File: src/common/sac_defines.vh
// Constants for the successive-approximation converter control block.
// Included by the control logic; holds definitions only.
`ifndef SAC_DEFINES_VH
`define SAC_DEFINES_VH

// Register indices; byte address on the bus is four times the index
`define SAC_IDX_CONTROL      16'hFE58
`define SAC_IDX_MODE         16'hFE59
`define SAC_IDX_RESULT_LOW   16'hFE5A
`define SAC_IDX_RESULT_HIGH  16'hFE5B
`define SAC_IDX_W            16

// Reset values
`define SAC_RST_CONTROL      8'h00
`define SAC_RST_MODE         8'h00
`define SAC_RST_RESULT_LOW   8'h00
`define SAC_RST_RESULT_HIGH  8'h00

// Control register fields
`define SAC_CTL_CHSEL_HI     7
`define SAC_CTL_CHSEL_LO     4
`define SAC_CTL_GO           2
`define SAC_CTL_DONE         1
`define SAC_CTL_IRQ_EN       0

// Mode register fields
`define SAC_MODE_RES         6
`define SAC_MODE_DIV_HI      1
`define SAC_MODE_DIV_LO      0

// Low result register fields
`define SAC_LOW_DATA_HI      7
`define SAC_LOW_DATA_LO      4
`define SAC_LOW_DIV_B2       0

// Conversion time figures, in units of one third of an instruction cycle
`define SAC_UNITS_12BIT      15'h0034
`define SAC_UNITS_8BIT       15'h0020
`define SAC_UNITS_SETTLE     15'h0002

// Clock cycles per third of an instruction cycle
`define SAC_UNIT_CYCLES      4'h1

// Successive-approximation bit positions
`define SAC_MSB              4'hB
`define SAC_LSB_12BIT        4'h0
`define SAC_LSB_8BIT         4'h4

`endif

File: src/logic/sac_adc_control.v
// Control logic of a 12-bit successive-approximation converter with
// an 8-bit mode, four byte registers behind an Avalon-MM slave.
// Assumes the analog multiplexer, reference ladder and comparator sit
// outside and answer combinationally within one clock.
//
// The Avalon-MM slave port was chosen for this implementation.
`timescale 1ns/10ps
`default_nettype none

`include "sac_defines.vh"

// How it works
// - Control bits 7..4 choose the analog channel driven to the multiplexer.
// - Writing 1 to conv_go starts a conversion on the selected channel.
// - Hardware clears conv_go when the conversion finishes.
// - Writing 0 to conv_go aborts a running conversion; result invalid.
// - conv_done_flag sets when a conversion completes.
// - conv_done_flag stays set until software writes 0 to it.
// - Interrupt request while conv_done_flag and done_irq_enable are both 1.
// - Mode bit 6 selects 12-bit (0) or 8-bit (1) resolution.
// - 8-bit result goes to the high register; low register left alone.
// - 12-bit result: upper eight bits high, lower four in low bits 7..4.
// - Three-bit divider code selects ratios 1/1 up to 1/128.
// - 12-bit time is (52/ratio + 2) thirds of an instruction cycle.
// - 8-bit time is (32/ratio + 2) thirds of an instruction cycle.
// - Time doubles for first 12-bit conversion after reset or 8-to-12 switch.
// - Reference ladder enabled while a conversion runs, off otherwise.
// - Reset during a conversion clears conv_go and halts the converter.
module sac_adc_control #(
   parameter [3:0] UNIT_CYCLES = `SAC_UNIT_CYCLES
) (
   input  wire        clk,
   input  wire        sys_rst,
   input  wire [17:0] avs_address,
   input  wire        avs_read,
   input  wire        avs_write,
   input  wire [31:0] avs_writedata,
   input  wire [3:0]  avs_byteenable,
   output reg  [31:0] avs_readdata,
   output wire        avs_waitrequest,
   input  wire        comparator_high,
   output wire [3:0]  channel_mux,
   output wire        ladder_enable,
   output wire [11:0] ladder_mux,
   output wire        conv_irq
);

   localparam ST_IDLE = 1'b0;
   localparam ST_CONV = 1'b1;
   localparam [11:0] SAR_FIRST = 12'h800;
   localparam [3:0]  UNIT_LAST = UNIT_CYCLES - 4'h1;

   // Reset images of the byte registers; slicing them keeps widths exact
   localparam [7:0] RST_CTL  = `SAC_RST_CONTROL;
   localparam [7:0] RST_MODE = `SAC_RST_MODE;
   localparam [7:0] RST_LOW  = `SAC_RST_RESULT_LOW;
   localparam [7:0] RST_HIGH = `SAC_RST_RESULT_HIGH;

   // Register index match on an aligned byte address
   function hit;
      input [17:0]              addr;
      input [`SAC_IDX_W-1:0]    idx;
      begin
         hit = (addr[17:2] == idx) && (addr[1:0] == 2'b00);
      end
   endfunction

   reg  [3:0]  channel_select_r;
   reg         conv_go_r;
   reg         conv_done_flag_r;
   reg         done_irq_enable_r;
   reg         resolution_select_r;
   reg  [1:0]  divider_code_lo_r;
   reg         divider_code_b2_r;
   reg  [3:0]  result_low_nibble_r;
   reg  [7:0]  result_high_r;
   reg         first_12bit_r;
   reg         state_r;
   reg  [3:0]  unit_pre_r;
   reg  [14:0] unit_cnt_r;
   reg  [7:0]  div_cnt_r;
   reg  [11:0] sar_r;
   reg  [3:0]  bit_idx_r;
   reg         bits_done_r;
   reg         ack_r;

   // Settings latched at start, so a mode write mid-conversion is harmless
   reg         conv_res_r;
   reg  [2:0]  conv_div_r;
   reg         conv_dbl_r;

   // Decode and timing nets
   wire        req;
   wire        wr_ok;
   wire        wr_ctl;
   wire        wr_mode;
   wire        wr_low;
   wire        wr_high;
   wire [7:0]  wdat;
   wire [2:0]  div_code;
   wire        unit_tick;
   wire [14:0] base_units;
   wire [14:0] norm_units;
   wire [14:0] total_units;
   wire        dbl_time;
   wire [7:0]  div_last;
   wire        step;
   wire [3:0]  lsb_idx;
   wire        finish;
   wire        start;
   wire        abort;
   reg  [7:0]  rd_byte;
   genvar      gi;

   // Two-cycle handshake: waitrequest high in the first cycle of a request
   assign req             = avs_read | avs_write;
   assign avs_waitrequest = req & ~ack_r;
   assign wr_ok           = avs_write & ack_r & avs_byteenable[0];
   assign wdat            = avs_writedata[7:0];
   assign wr_ctl  = wr_ok & hit(avs_address, `SAC_IDX_CONTROL);
   assign wr_mode = wr_ok & hit(avs_address, `SAC_IDX_MODE);
   assign wr_low  = wr_ok & hit(avs_address, `SAC_IDX_RESULT_LOW);
   assign wr_high = wr_ok & hit(avs_address, `SAC_IDX_RESULT_HIGH);

   // ack_r marks the answer cycle and drops with it
   always @(posedge clk or posedge sys_rst) begin
      if (sys_rst) begin
         ack_r <= 1'b0;
      end else begin
         ack_r <= req & ~ack_r;
      end
   end

   // Fixed bits are not stored and read back as zero
   always @* begin
      rd_byte = 8'h00;
      if (hit(avs_address, `SAC_IDX_CONTROL)) begin
         rd_byte = {channel_select_r, 1'b0, conv_go_r,
                    conv_done_flag_r, done_irq_enable_r};
      end else if (hit(avs_address, `SAC_IDX_MODE)) begin
         rd_byte = {1'b0, resolution_select_r, 4'h0, divider_code_lo_r};
      end else if (hit(avs_address, `SAC_IDX_RESULT_LOW)) begin
         rd_byte = {result_low_nibble_r, 3'b000, divider_code_b2_r};
      end else if (hit(avs_address, `SAC_IDX_RESULT_HIGH)) begin
         rd_byte = result_high_r;
      end
   end

   // Unmapped addresses read as zero
   // Loaded in the wait cycle, so it stands through the answer cycle
   always @(posedge clk or posedge sys_rst) begin
      if (sys_rst) begin
         avs_readdata <= 32'h00000000;
      end else if (avs_read & ~ack_r) begin
         avs_readdata <= {24'h000000, rd_byte};
      end
   end

   // Conversion timing
   assign div_code   = conv_div_r;
   assign base_units = conv_res_r ? `SAC_UNITS_8BIT
                                  : `SAC_UNITS_12BIT;
   // Dividing by a ratio of 1/2^n is a left shift by n
   assign norm_units = (base_units << div_code) + `SAC_UNITS_SETTLE;
   assign dbl_time   = conv_dbl_r;
   assign total_units = dbl_time ? {norm_units[13:0], 1'b0} : norm_units;
   assign div_last   = (8'h01 << div_code) - 8'h01;
   // The prescaler lets a faster clock stand in for a third of Tcyc
   assign unit_tick  = (unit_pre_r == UNIT_LAST);
   assign lsb_idx    = conv_res_r ? `SAC_LSB_8BIT
                                  : `SAC_LSB_12BIT;
   // Trials fall on the last unit of each divided period
   assign step       = (state_r == ST_CONV) & unit_tick & ~bits_done_r &
                       (unit_cnt_r >= `SAC_UNITS_SETTLE) &
                       (div_cnt_r == div_last);
   assign finish     = (state_r == ST_CONV) & unit_tick &
                       (unit_cnt_r == total_units - 15'h0001);
   assign start      = wr_ctl & wdat[`SAC_CTL_GO] &
                       (state_r == ST_IDLE);
   // A clear on the finishing edge loses, so a good result is kept
   assign abort      = wr_ctl & ~wdat[`SAC_CTL_GO] &
                       (state_r == ST_CONV) & ~finish;

   // Sequencer
   always @(posedge clk or posedge sys_rst) begin
      if (sys_rst) begin
         state_r     <= ST_IDLE;
         unit_pre_r  <= 4'h0;
         unit_cnt_r  <= 15'h0000;
         div_cnt_r   <= 8'h00;
         sar_r       <= 12'h000;
         bit_idx_r   <= 4'h0;
         bits_done_r <= 1'b0;
         conv_res_r  <= 1'b0;
         conv_div_r  <= 3'b000;
         conv_dbl_r  <= 1'b0;
      end else begin
         case (state_r)
            ST_IDLE: begin
               if (start) begin
                  state_r     <= ST_CONV;
                  unit_pre_r  <= 4'h0;
                  unit_cnt_r  <= 15'h0000;
                  div_cnt_r   <= 8'h00;
                  sar_r       <= SAR_FIRST;
                  bit_idx_r   <= `SAC_MSB;
                  conv_res_r  <= resolution_select_r;
                  conv_div_r  <= {divider_code_b2_r, divider_code_lo_r};
                  conv_dbl_r  <= first_12bit_r & ~resolution_select_r;
                  bits_done_r <= 1'b0;
               end
            end
            ST_CONV: begin
               // The unit counter runs on after the last trial until finish
               if (finish | abort) begin
                  state_r <= ST_IDLE;
               end else begin
                  if (unit_tick) begin
                     unit_pre_r <= 4'h0;
                     unit_cnt_r <= unit_cnt_r + 15'h0001;
                     if (unit_cnt_r >= `SAC_UNITS_SETTLE) begin
                        div_cnt_r <= (div_cnt_r == div_last) ? 8'h00
                                     : div_cnt_r + 8'h01;
                     end
                  end else begin
                     unit_pre_r <= unit_pre_r + 4'h1;
                  end
                  // Keep the trial bit if the input is above it
                  if (step) begin
                     sar_r[bit_idx_r] <= comparator_high;
                     if (bit_idx_r == lsb_idx) begin
                        bits_done_r <= 1'b1;
                     end else begin
                        sar_r[bit_idx_r - 4'h1] <= 1'b1;
                        bit_idx_r <= bit_idx_r - 4'h1;
                     end
                  end
               end
            end
            default: begin
               state_r <= ST_IDLE;
            end
         endcase
      end
   end

   // Control register
   // A control write also takes the channel and the interrupt enable
   always @(posedge clk or posedge sys_rst) begin
      if (sys_rst) begin
         channel_select_r  <= RST_CTL[`SAC_CTL_CHSEL_HI:`SAC_CTL_CHSEL_LO];
         conv_go_r         <= 1'b0;
         conv_done_flag_r  <= RST_CTL[`SAC_CTL_DONE];
         done_irq_enable_r <= RST_CTL[`SAC_CTL_IRQ_EN];
      end else begin
         if (wr_ctl) begin
            channel_select_r  <=
               wdat[`SAC_CTL_CHSEL_HI:`SAC_CTL_CHSEL_LO];
            done_irq_enable_r <= wdat[`SAC_CTL_IRQ_EN];
         end
         if (finish) begin
            conv_go_r <= 1'b0;
         end else if (start) begin
            conv_go_r <= 1'b1;
         end else if (abort) begin
            conv_go_r <= 1'b0;
         end
         // Completion wins over a same-cycle clear so no event is lost
         if (finish) begin
            conv_done_flag_r <= 1'b1;
         end else if (wr_ctl & ~wdat[`SAC_CTL_DONE]) begin
            conv_done_flag_r <= 1'b0;
         end
      end
   end

   // Mode register and first-conversion tracking
   always @(posedge clk or posedge sys_rst) begin
      if (sys_rst) begin
         resolution_select_r <= RST_MODE[`SAC_MODE_RES];
         divider_code_lo_r   <= RST_MODE[`SAC_MODE_DIV_HI:`SAC_MODE_DIV_LO];
         first_12bit_r       <= 1'b1;
      end else begin
         if (wr_mode) begin
            resolution_select_r <= wdat[`SAC_MODE_RES];
            divider_code_lo_r   <=
               wdat[`SAC_MODE_DIV_HI:`SAC_MODE_DIV_LO];
         end
         // Only an 8-to-12 switch rearms the doubled time
         if (wr_mode & resolution_select_r & ~wdat[`SAC_MODE_RES]) begin
            first_12bit_r <= 1'b1;
         end else if (finish & ~conv_res_r) begin
            first_12bit_r <= 1'b0;
         end
      end
   end

   // Result registers; hardware write wins over a same-cycle bus write
   always @(posedge clk or posedge sys_rst) begin
      if (sys_rst) begin
         result_low_nibble_r <= RST_LOW[`SAC_LOW_DATA_HI:`SAC_LOW_DATA_LO];
         divider_code_b2_r   <= RST_LOW[`SAC_LOW_DIV_B2];
         result_high_r       <= RST_HIGH;
      end else begin
         if (wr_low) begin
            divider_code_b2_r <= wdat[`SAC_LOW_DIV_B2];
         end
         if (finish) begin
            result_high_r <= sar_r[11:4];
            // In 8-bit mode the low nibble keeps what software left there
            if (~conv_res_r) begin
               result_low_nibble_r <= sar_r[3:0];
            end
         end else begin
            if (wr_low) begin
               result_low_nibble_r <=
                  wdat[`SAC_LOW_DATA_HI:`SAC_LOW_DATA_LO];
            end
            if (wr_high) begin
               result_high_r <= wdat;
            end
         end
      end
   end

   // Analog side
   // Channel follows the register at once; change it only while idle
   assign channel_mux   = channel_select_r;
   assign ladder_enable = (state_r == ST_CONV);
   // Trial bits park at zero when idle so the reference draws nothing
   generate
      for (gi = 0; gi < 12; gi = gi + 1) begin : g_park
         assign ladder_mux[gi] = ladder_enable & sar_r[gi];
      end
   endgenerate
   assign conv_irq      = conv_done_flag_r & done_irq_enable_r;

endmodule // sac_adc_control

`default_nettype wire

File: config.mk
export PLATFORM = sky130hd
export DESIGN_NAME = sac_adc_control
export DESIGN_NICKNAME = d
export VERILOG_FILES = /design/src/logic/sac_adc_control.v
export VERILOG_INCLUDE_DIRS = /design/src /design/src/common
export SDC_FILE = /design/constraint.sdc
export NUM_CORES = 1
export LEC_CHECK = 0
export ABC_AREA = 1
export BUFFER_PORTS_ARGS = -buffer_cell sky130_fd_sc_hd__buf_2
export CAP_MARGIN = 20
export CORE_MARGIN = 1
export CORE_UTILIZATION = 45
export CTS_CLUSTER_SIZE = 16
export DETAILED_ROUTE_END_ITERATION = 7
export GPL_ROUTABILITY_DRIVEN = 0
export PLACE_DENSITY = 0.68
export SLEW_MARGIN = 0
export SYNTH_ARGS = -nofsm -noshare
export SYNTH_HDL_FRONTEND = slang
export SYNTH_SLANG_ARGS = --single-unit
File: constraint.sdc
create_clock -name clk -period 4.8 [get_ports clk]
set_input_delay 0.96 -clock clk [delete_from_list [all_inputs] [get_ports clk]]
set_output_delay 0.96 -clock clk [all_outputs]
set_load 0.02 [all_outputs]
==> results of run 1 <==
==> logic make-up (layout without fill, tap and decap cells) <==
kind of cell    count (synthesis)  count (layout)
simple gates                  482             482
buf+inv                       124             155
flops                          83              83
compound gates                 74              74
xor+xnor                       19              19
mux                            16              16
fa+ha+maj                      12              12
other cells                     1              24
==> power by group through the flow <==
| stage | logic, mW | registers (mW) | clock network [mW] |
|---|---|---|---|
| 5_1_grt | 0.0991 | 0.710 | 0.796 |
| 4_1_cts | 0.0896 | 0.710 | 0.766 |
| 3_3_place_gp | 0.0890 | 0.723 | 0 |
| 6_report | 0.0881 | 0.710 | 0.749 |
| 2_1_floorplan | 0.0614 | 0.730 | 0 |
| 3_5_place_dp | 0.0891 | 0.723 | 0 |
==> worst paths after layout <==
kind | slack (ns) | startpoint | cells after the start | to
setup / recovery | 1.65 | conv_dbl_r$_DFFE_PP0P_ | 10 | sar_r[3]$_DFFE_PP0P_
hold / removal | 0.47 | ack_r$_DFF_PP0_ | 1 | ack_r$_DFF_PP0_
setup reg to reg | 1.65 | conv_dbl_r$_DFFE_PP0P_ | 10 | sar_r[3]$_DFFE_PP0P_
hold reg to reg | 0.47 | ack_r$_DFF_PP0_ | 1 | ack_r$_DFF_PP0_
max in group asynchronous | 3.11 | sys_rst | 3 | sar_r[7]$_DFFE_PP0P_
min in group asynchronous | 0.69 | sys_rst | 2 | div_cnt_r[1]$_DFFE_PP0P_
==> worst max-delay path: cells and delay by family (launching register included) <==
kind                   cells  cell delay, ns
AOI/OAI and AO/OA          1            0.42
buffers and inverters      1            0.26
DFF                        1            0.69
and+or+nand+nor            8            1.68
==> routing by layer <==
metal | GRT usage [%] | vias to the layer above | routed length, um
met4 | 6.23 | 0 | 263
met1 | 28.2 | 2404 | 6190
met3 | 5.03 | 22 | 625
li1 | - | 2666 | -
met5 | 0 | - | 0
met2 | 36.1 | 131 | 6240
==> stage by stage <==
| stage | hold WS (ns) | setup WS (ns) |
|---|---|---|
| 2_1_floorplan | 0.450 | 1.70 |
| 3_3_place_gp | 0.462 | 1.37 |
| 3_5_place_dp | 0.455 | 1.33 |
| 4_1_cts | 0.472 | 1.65 |
| 5_1_grt | 0.497 | 1.29 |
| 6_report | 0.469 | 1.65 |
==> cell usage after synthesis (2+ instances only) <==
master                      count  area share (%)
sky130_fd_sc_hd__nand2_1      263              17
sky130_fd_sc_hd__nand3_1       87             7.7
sky130_fd_sc_hd__dfrtp_1       82              36
sky130_fd_sc_hd__nor2_1        81             5.4
sky130_fd_sc_hd__inv_1         70             4.7
sky130_fd_sc_hd__o21ai_0       38             3.4
sky130_fd_sc_hd__buf_4         26             3.5
sky130_fd_sc_hd__xor2_1        16             2.5
sky130_fd_sc_hd__ha_1          12             2.7
sky130_fd_sc_hd__nand4_1       12             1.3
sky130_fd_sc_hd__o21ai_1       12             1.1
sky130_fd_sc_hd__mux2i_1       11             1.9
sky130_fd_sc_hd__nor3_1        11            0.97
sky130_fd_sc_hd__a21oi_1        8            0.71
sky130_fd_sc_hd__clkbuf_1       8            0.53
sky130_fd_sc_hd__inv_2          7            0.47
sky130_fd_sc_hd__a31oi_1        6            0.66
sky130_fd_sc_hd__buf_2          6            0.53
sky130_fd_sc_hd__or2_2          6            0.66
sky130_fd_sc_hd__mux2_2         5             1.0
sky130_fd_sc_hd__nor2_2         5            0.55
sky130_fd_sc_hd__nand2_2        4            0.44
sky130_fd_sc_hd__nor4_1         4            0.44
sky130_fd_sc_hd__o211ai_1       4            0.53
sky130_fd_sc_hd__buf_6          3            0.60
sky130_fd_sc_hd__o2111ai_1      3            0.47
sky130_fd_sc_hd__xnor2_1        3            0.47
sky130_fd_sc_hd__buf_1          2            0.13
sky130_fd_sc_hd__nand3_2        2            0.35
sky130_fd_sc_hd__nor2_4         2            0.40
==> sequential cells by signal, indices dropped and copies added, names as in the netlist, 2 cells and up <==
name and flops:
avs_readdata 8, unit_pre_r 4, div_cnt_r 8, bit_idx_r 4, result_low_nibble_r 4, unit_cnt_r 15, sar_r 12, result_high_r 8
conv_div_r 3, divider_code_lo_r 2, channel_mux 4
==> cell type report <==
class	instances	area, sq um	area share (%)
Timing Repair Buffer	61	313	4.98
Clock inverter	6	80.1	1.28
Clock buffer	10	239	3.81
Multi-Input combinational cell	627	3060	48.8
Tap cell	168	210	3.35
Inverter	78	297	4.72
Sequential cell	83	2080	33.1
==> Implementation_results.wiki, run 1 <==
{| class="wikitable"
! Metric !! Value
|-
| Clock tree buffer depth || 2
|-
| Fill cell count || 1261
|-
| DRC violation total after the first TritonRoute iteration || between 300 and 400
|-
| Largest net degree at the start of global routing || 46
|-
| Global-route total usage across every layer || roughly 22%
|-
| Xor/xnor cell area share of the yosys netlist || under 10%
|-
| Number of enable-type register cells in the synthesized netlist || 0
|-
| Type of the setup path with the least slack || register to register
|-
| Sequential Power Share || 45.9%
|-
| Post-CTS setup buffer count || 0
|-
| Leakage component of the power || about 3.1 nW
|-
| Commonest register cell after synthesis || sky130_fd_sc_hd__dfrtp_1
|-
| Synthesized area per cell || around 7 sq um
|-
| Post-synthesis compound-gate area fraction || under 10%
|-
| Signed area change from the synthesized netlist to the final layout || 11.1%
|-
| Worst supply voltage drop on vdd || approximately 0.25 mV
|-
| Area of the die || roughly 0.013 sq mm
|-
| Final non-filler cell area || roughly 0.0063 sq mm
|-
| Average via count per standard cell || 5.06
|-
| Clock latency of the later-clocked register in the worst-skew pair || between 0.3 and 0.4 ns
|-
| CTS hold repair buffers || 0
|-
| Internal power || 1.16 mW
|-
| Post-route clock skew || roughly 0.0081 ns
|-
| Number of standard cells after synthesis || 811
|-
| FMAX || 318 MHz
|-
| Power per cell area || between 200 and 250 mW/mm^2
|-
| Final setup vio count || 0
|-
| Total routed wirelength || between 10000 and 15000 um
|-
| Share of cells above drive strength 1 || 13.2%
|-
| Final Hold Violating Endpoints || 0
|-
| Number of pins exceeding their max-slew limit in the final report || 0
|-
| Leading cell types in the layout, fill and taps excluded || sky130_fd_sc_hd__nand2_1, sky130_fd_sc_hd__nand3_1, sky130_fd_sc_hd__dfrtp_1
|-
| Library cell used as clock root buffer || sky130_fd_sc_hd__clkbuf_16
|-
| Cts repair resizes || 0
|-
| Switching power || around 0.39 mW
|-
| Post-Synth Adder-Cell Area || under 10%
|-
| Power consumption || around 1.5 mW
|-
| # IOs || 110
|-
| Clock share of power || between 40% and 50%
|-
| Number of global-route vias before repair || ~4700
|-
| Number of port buffers || a little under 60
|-
| Crit-path cells || inv_2 > nand3_1 > nand3_1 > nand3_1 > nor2_1 > nand2_1 > nor2_4 > nand2_2 > nand4_1 > o21ai_0
|-
| Initial cell density of the core || 46.7%
|-
| Highest fanout seen on the critical path || 23
|-
| Core area || ~0.012 sq mm
|-
| Remaining design rule violation count || 0
|-
| Minimum clock period || roughly 3.1 ns
|-
| Count of cell types in the netlist || 42
|-
| Fraction of synthesized area in multiplexers || 2.95%
|-
| First-pass detailed-route iteration total || 5
|-
| Final routed wire length divided by cell count || roughly 13 um
|-
| Max stage delay cell, worst path || sky130_fd_sc_hd__nand4_1
|-
| Floorplan die height || approximately 110 um
|-
| Placed Area || 0.00596 sq mm
|-
| Total placed cells including tap cells || just over 1000
|-
| Share of the core filled with cells || around half
|-
| Switching part of the total power || 25.1%
|-
| Portion of the post-synthesis area used by sequential elements || a little under two fifths
|-
| Relative contribution of combinational cells to total power || approximately 5.7%
|-
| Relative slew slack || a little under half
|-
| Warning count from the yosys run || 0
|-
| Seq cells post-synth || between 80 and 90
|-
| Area share of and/or/nand/nor cells after synthesis || 36.8%
|-
| CTS tree || done
|-
| Hold WC Path Type || register to register
|-
| Final std cells w/o fill || about 1000
|-
| Number of antenna violations at the first check in global routing || 0
|-
| Number of buffers inserted during clock tree synthesis || 9
|-
| Unrepaired setup endpoints after global routing || false
|-
| Overflow left after global routing || 0
|-
| Std cell rows || 40
|-
| Largest stage delay on the critical path || 0.75 ns
|-
| Result of the run || complete, no violations
|-
| Sum Neg Setup Slack || 0 ns
|-
| Category of the worst setup path launch point || register
|-
| Combinational family with the most area after synthesis || simple AND/OR/NAND/NOR gates
|-
| CP most frequent cell || sky130_fd_sc_hd__nand3_1
|-
| Clock-pin slew on the worst setup and hold paths || ~0.07 ns
|-
| Routed via count || about 5200
|-
| Die Wd || 114 um
|-
| Critical path endpoint category || register
|-
| Antenna diodes || 0
|-
| First-pass GRT wire length || 22400 um
|-
| H-tree depth || 3
|-
| Worst endpoint data arrival time || about 3.4 ns
|-
| Cell area after technology mapping || approximately 0.0057 sq mm
|-
| Post-synth ARST share || between 90% and 100%
|-
| Max-capacitance violation count || 0
|-
| Net count, final || 931
|-
| Antenna-violating nets left || 0
|-
| Measured slew at the worst slew-check pin || around 0.8 ns
|-
| Dpl hpwl || 9740 um
|-
| Most frequent standard cell in the layout excluding fill and tap cells || sky130_fd_sc_hd__nand2_1
|-
| Clock sink count || between 80 and 90
|-
| Post-route fraction of the period consumed by the critical path || about two thirds
|-
| Critical path required time || just over 5 ns
|}
Note: power is estimated with default switching activity, not from simulation.
==> inputs of run 2 (changes only) <==
Settings changed: ABC_AREA 1 to 0.
Clock period 4.8 ns to 3 ns, I/O delays scaled along.
==> Implementation_results.wiki, run 2 <==
{| class="wikitable"
! Metric !! Value
|-
| Result of the run || complete, no violations
|-
| Flip-flop count of the largest register, all copies and words added || 15 (unchanged)
|-
| Critical path required time || 3.22 ns (-1.82 ns)
|-
| Initial cell density of the core || 46.1% (-0.54 points)
|-
| Worst endpoint data arrival time || 3.19 ns (-0.20 ns)
|-
| Post-route clock skew || 0.0118 ns (+0.00369 ns)
|-
| Largest stage delay on the critical path || 0.45 ns (-0.30 ns)
|-
| Leakage component of the power || 2.95 nW (-5.9%)
|-
| CTS tree || done
|-
| Number of standard cells after synthesis || 639 (-21%)
|-
| Fill cell count || 1047 (-17%)
|-
| Max-capacitance violation count || 0 (unchanged)
|-
| Top cell type's share of synthesized area || 37.2% (+0.89 points)
|-
| Crit-path cells || buf_12 > and2b_2 > a21oi_2 > mux2_4 > or4_4 > nor4_4 > buf_4 > buf_12 > buf_4 > nor2_4 > a221o_1
|-
| Category of the worst setup path launch point || register
|-
| Leading cell types by count after synthesis || sky130_fd_sc_hd__nand2_1, sky130_fd_sc_hd__dfrtp_1, sky130_fd_sc_hd__o21ai_0
|-
| Unrepaired setup endpoints after global routing || true
|-
| Number of pins exceeding their max-slew limit in the final report || 0 (unchanged)
|-
| Highest fanout seen on the critical path || 10 (-57%)
|-
| Post-route fraction of the period consumed by the critical path || 98.8% (+33 points)
|-
| Overflow left after global routing || 0 (unchanged)
|-
| Share of cells above drive strength 1 || 22.9% (+9.8 points)
|-
| Registers with the most flip-flops || unit_cnt_r (15), sar_r (12)
|-
| Most frequent standard cell in the layout excluding fill and tap cells || sky130_fd_sc_hd__nand2_1
|-
| Total routed wirelength || 13900 um (+4.7%)
|-
| Clock tree buffer depth || 2 (unchanged)
|-
| FMAX || 338 MHz (+6.3%)
|-
| Area of the die || 0.0127 sq mm (-2.4%)
|-
| Post-synth ARST share || 100% (unchanged)
|-
| Cell area after technology mapping || 0.00552 sq mm (-2.4%)
|-
| CTS hold repair buffers || 0 (unchanged)
|-
| Leading cell types by total area after synthesis || sky130_fd_sc_hd__dfrtp_1, sky130_fd_sc_hd__nand2_1, sky130_fd_sc_hd__o21ai_0
|-
| Library cell used as clock root buffer || sky130_fd_sc_hd__clkbuf_16
|-
| Signed area change from the synthesized netlist to the final layout || 18.4%
|-
| Measured slew at the worst slew-check pin || 0.795 ns (-0.0219 ns)
|-
| Std cell rows || 40 (unchanged)
|-
| Die Wd || 113 um (-1.2%)
|-
| Library cell with the highest instance count after synthesis || sky130_fd_sc_hd__nand2_1
|-
| Clock latency of the later-clocked register in the worst-skew pair || 0.35 ns (about the same)
|-
| Worst reg2reg path depth || 11 (+1)
|-
| Number of global-route vias before repair || 4661 (-1.4%)
|-
| Hold WC Path Type || input port to asynchronous set/reset pin
|-
| Count of cell types in the netlist || 69 (+64%)
|-
| Warning count from the yosys run || 0 (unchanged)
|-
| Final routed wire length divided by cell count || 15.9 um (+24%)
|-
| Relative slew slack || 46.4% (+1.1 points)
|-
| Antenna diodes || 0 (unchanged)
|-
| Critical path endpoint category || register
|-
| H-tree depth || 3 (unchanged)
|-
| Type of the setup path with the least slack || register to register
|-
| Worst supply voltage drop on vdd || 0.221 mV (-13%)
|-
| Global-route total usage across every layer || 22.2% (+0.53 points)
|-
| Synthesized area per cell || 8.63 sq um (+24%)
|-
| Seq cells post-synth || 83 (unchanged)
|-
| Number of buffers inserted during clock tree synthesis || 9 (unchanged)
|-
| Cell taking the most area after synthesis || sky130_fd_sc_hd__dfrtp_1
|-
| Net count, final || 794 (-15%)
|-
| Commonest register cell after synthesis || sky130_fd_sc_hd__dfrtp_1
|-
| Portion of the post-synthesis area used by sequential elements || 37.7% (+0.90 points)
|-
| Average via count per standard cell || 5.76 (+14%)
|-
| Most flops, register || unit_cnt_r
|-
| Clock sink count || 83 (unchanged)
|-
| First-pass detailed-route iteration total || 6 (+1)
|-
| Leading cell types in the layout, fill and taps excluded || sky130_fd_sc_hd__nand2_1, sky130_fd_sc_hd__dfrtp_1, sky130_fd_sc_hd__o21ai_0
|-
| Max stage delay cell, worst path || sky130_fd_sc_hd__dfrtp_2
|-
| Final Hold Violating Endpoints || 0 (unchanged)
|-
| Number of antenna violations at the first check in global routing || 0 (unchanged)
|-
| # IOs || 110 (unchanged)
|-
| Final non-filler cell area || 0.00653 sq mm (+4.0%)
|-
| Number of enable-type register cells in the synthesized netlist || 0 (unchanged)
|-
| Minimum clock period || 2.96 ns (-0.186 ns)
|-
| Largest net degree at the start of global routing || 41 (-11%)
|-
| Number of port buffers || 58 (unchanged)
|-
| Power per cell area || 350 mW/mm^2 (+42%)
|-
| Dpl hpwl || 9950 um (+2.2%)
|-
| Antenna-violating nets left || 0 (unchanged)
|-
| First-pass GRT wire length || 22700 um (+1.4%)
|-
| Floorplan die height || 113 um (-1.2%)
|-
| Placed Area || 0.00606 sq mm (+1.8%)
|-
| Final setup vio count || 0 (unchanged)
|-
| Core area || 0.0120 sq mm (-1.2%)
|-
| Power consumption || 2.28 mW (+47%)
|-
| Remaining design rule violation count || 0 (unchanged)
|-
| Sum Neg Setup Slack || 0 ns (unchanged)
|-
| DRC violation total after the first TritonRoute iteration || 438 (+44%)
|-
| Clock-pin slew on the worst setup and hold paths || 0.07 ns (about the same)
|-
| Routed via count || 5038 (-3.5%)
|}
run 2: cell count changes after synthesis, sizes merged, moves of 16 or more:
cell | previous run | this run
nand2 | 267 | 85
o21ai | 50 | 66
nand3 | 89 | 18
inv | 78 | 22
nand2b | 0 | 16
nor2 | 88 | 42
a21oi | 8 | 24
run 2: cells by family after synthesis:
family | after synthesis | synth area share (%)
simple gates | 253 | 23.4
compound gates | 160 | 18.4
buf+inv | 82 | 8.46
flops | 83 | 37.7
other cells | 1 | 0.0680
mux | 37 | 7.44
xor+xnor | 10 | 1.59
fa+ha+maj | 13 | 2.90
run 2: critical path: cells and delay by family (launching register included):
kind / cells / cell delay, ns
buffers and inverters: 4 / 0.61
AOI/OAI and AO/OA: 2 / 0.47
and+or+nand+nor: 4 / 0.99
DFF: 1 / 0.45
muxes: 1 / 0.32
run 2: path summary, 6_finish.rpt:
path                                                     to                    from  slack, ns
worst max register to register     bit_idx_r[2]$_DFFE_PP0P_  conv_dbl_r$_DFFE_PP0P_       0.04
worst min-delay path            avs_readdata[2]$_DFFE_PP0P_                 sys_rst       0.33
min in group clk                            ack_r$_DFF_PP0_         ack_r$_DFF_PP0_       0.46
worst max-delay path               bit_idx_r[2]$_DFFE_PP0P_  conv_dbl_r$_DFFE_PP0P_       0.04
worst min register to register              ack_r$_DFF_PP0_         ack_r$_DFF_PP0_       0.46
max in group asynchronous              sar_r[0]$_DFFE_PP0P_                 sys_rst       1.80
run 2: layout make-up:
type                       count  area, sq um  share of cell area, %
multi-input combinational    497         3140                   48.2
sequential                    83         2080                   31.9
timing repair buffer         109          749                   11.5
clock buffer                  10          229                   3.51
tap                          147          184                   2.82
inverter                      23         87.6                   1.34
clock inverter                 6         50.0                  0.767
run 2: where the power goes:
part	internal [mW]	switching (mW)
combinational	0.0287	0.0787
clock	0.571	0.482
sequential	1.12	0.00115
total	1.72	0.561
run 2: per-layer routing:
| metal | routed length [um] | GRT usage, % | vias up |
|---|---|---|---|
| li1 | - | - | 2421 |
| met1 | 6620 | 31.1 | 2436 |
| met2 | 6460 | 35.5 | 154 |
| met3 | 605 | 3.00 | 27 |
| met4 | 254 | 7.64 | 0 |
| met5 | 0 | 0 | - |
run 2: per-stage QoR:
stage | worst slack [ns] | utilization, % | hold slack (ns) | cells
after global routing | -0.0674 | 54.6 | 0.385 | 875
after CTS | 0.0220 | 53.0 | 0.357 | 868
after global placement | 0.00527 | 50.7 | 0.437 | 852
after detailed placement | -0.00758 | 50.7 | 0.461 | 852
final | 0.0371 | 54.6 | 0.331 | 875
after floorplan | 0.265 | - | 0.449 | 662
run 2: timing repair:
item,CTS,global route
pin swaps,0,6
buffers inserted,0,5
endpoints found under the setup margin,12,37
resized for setup,1,25
gates cloned,0,2
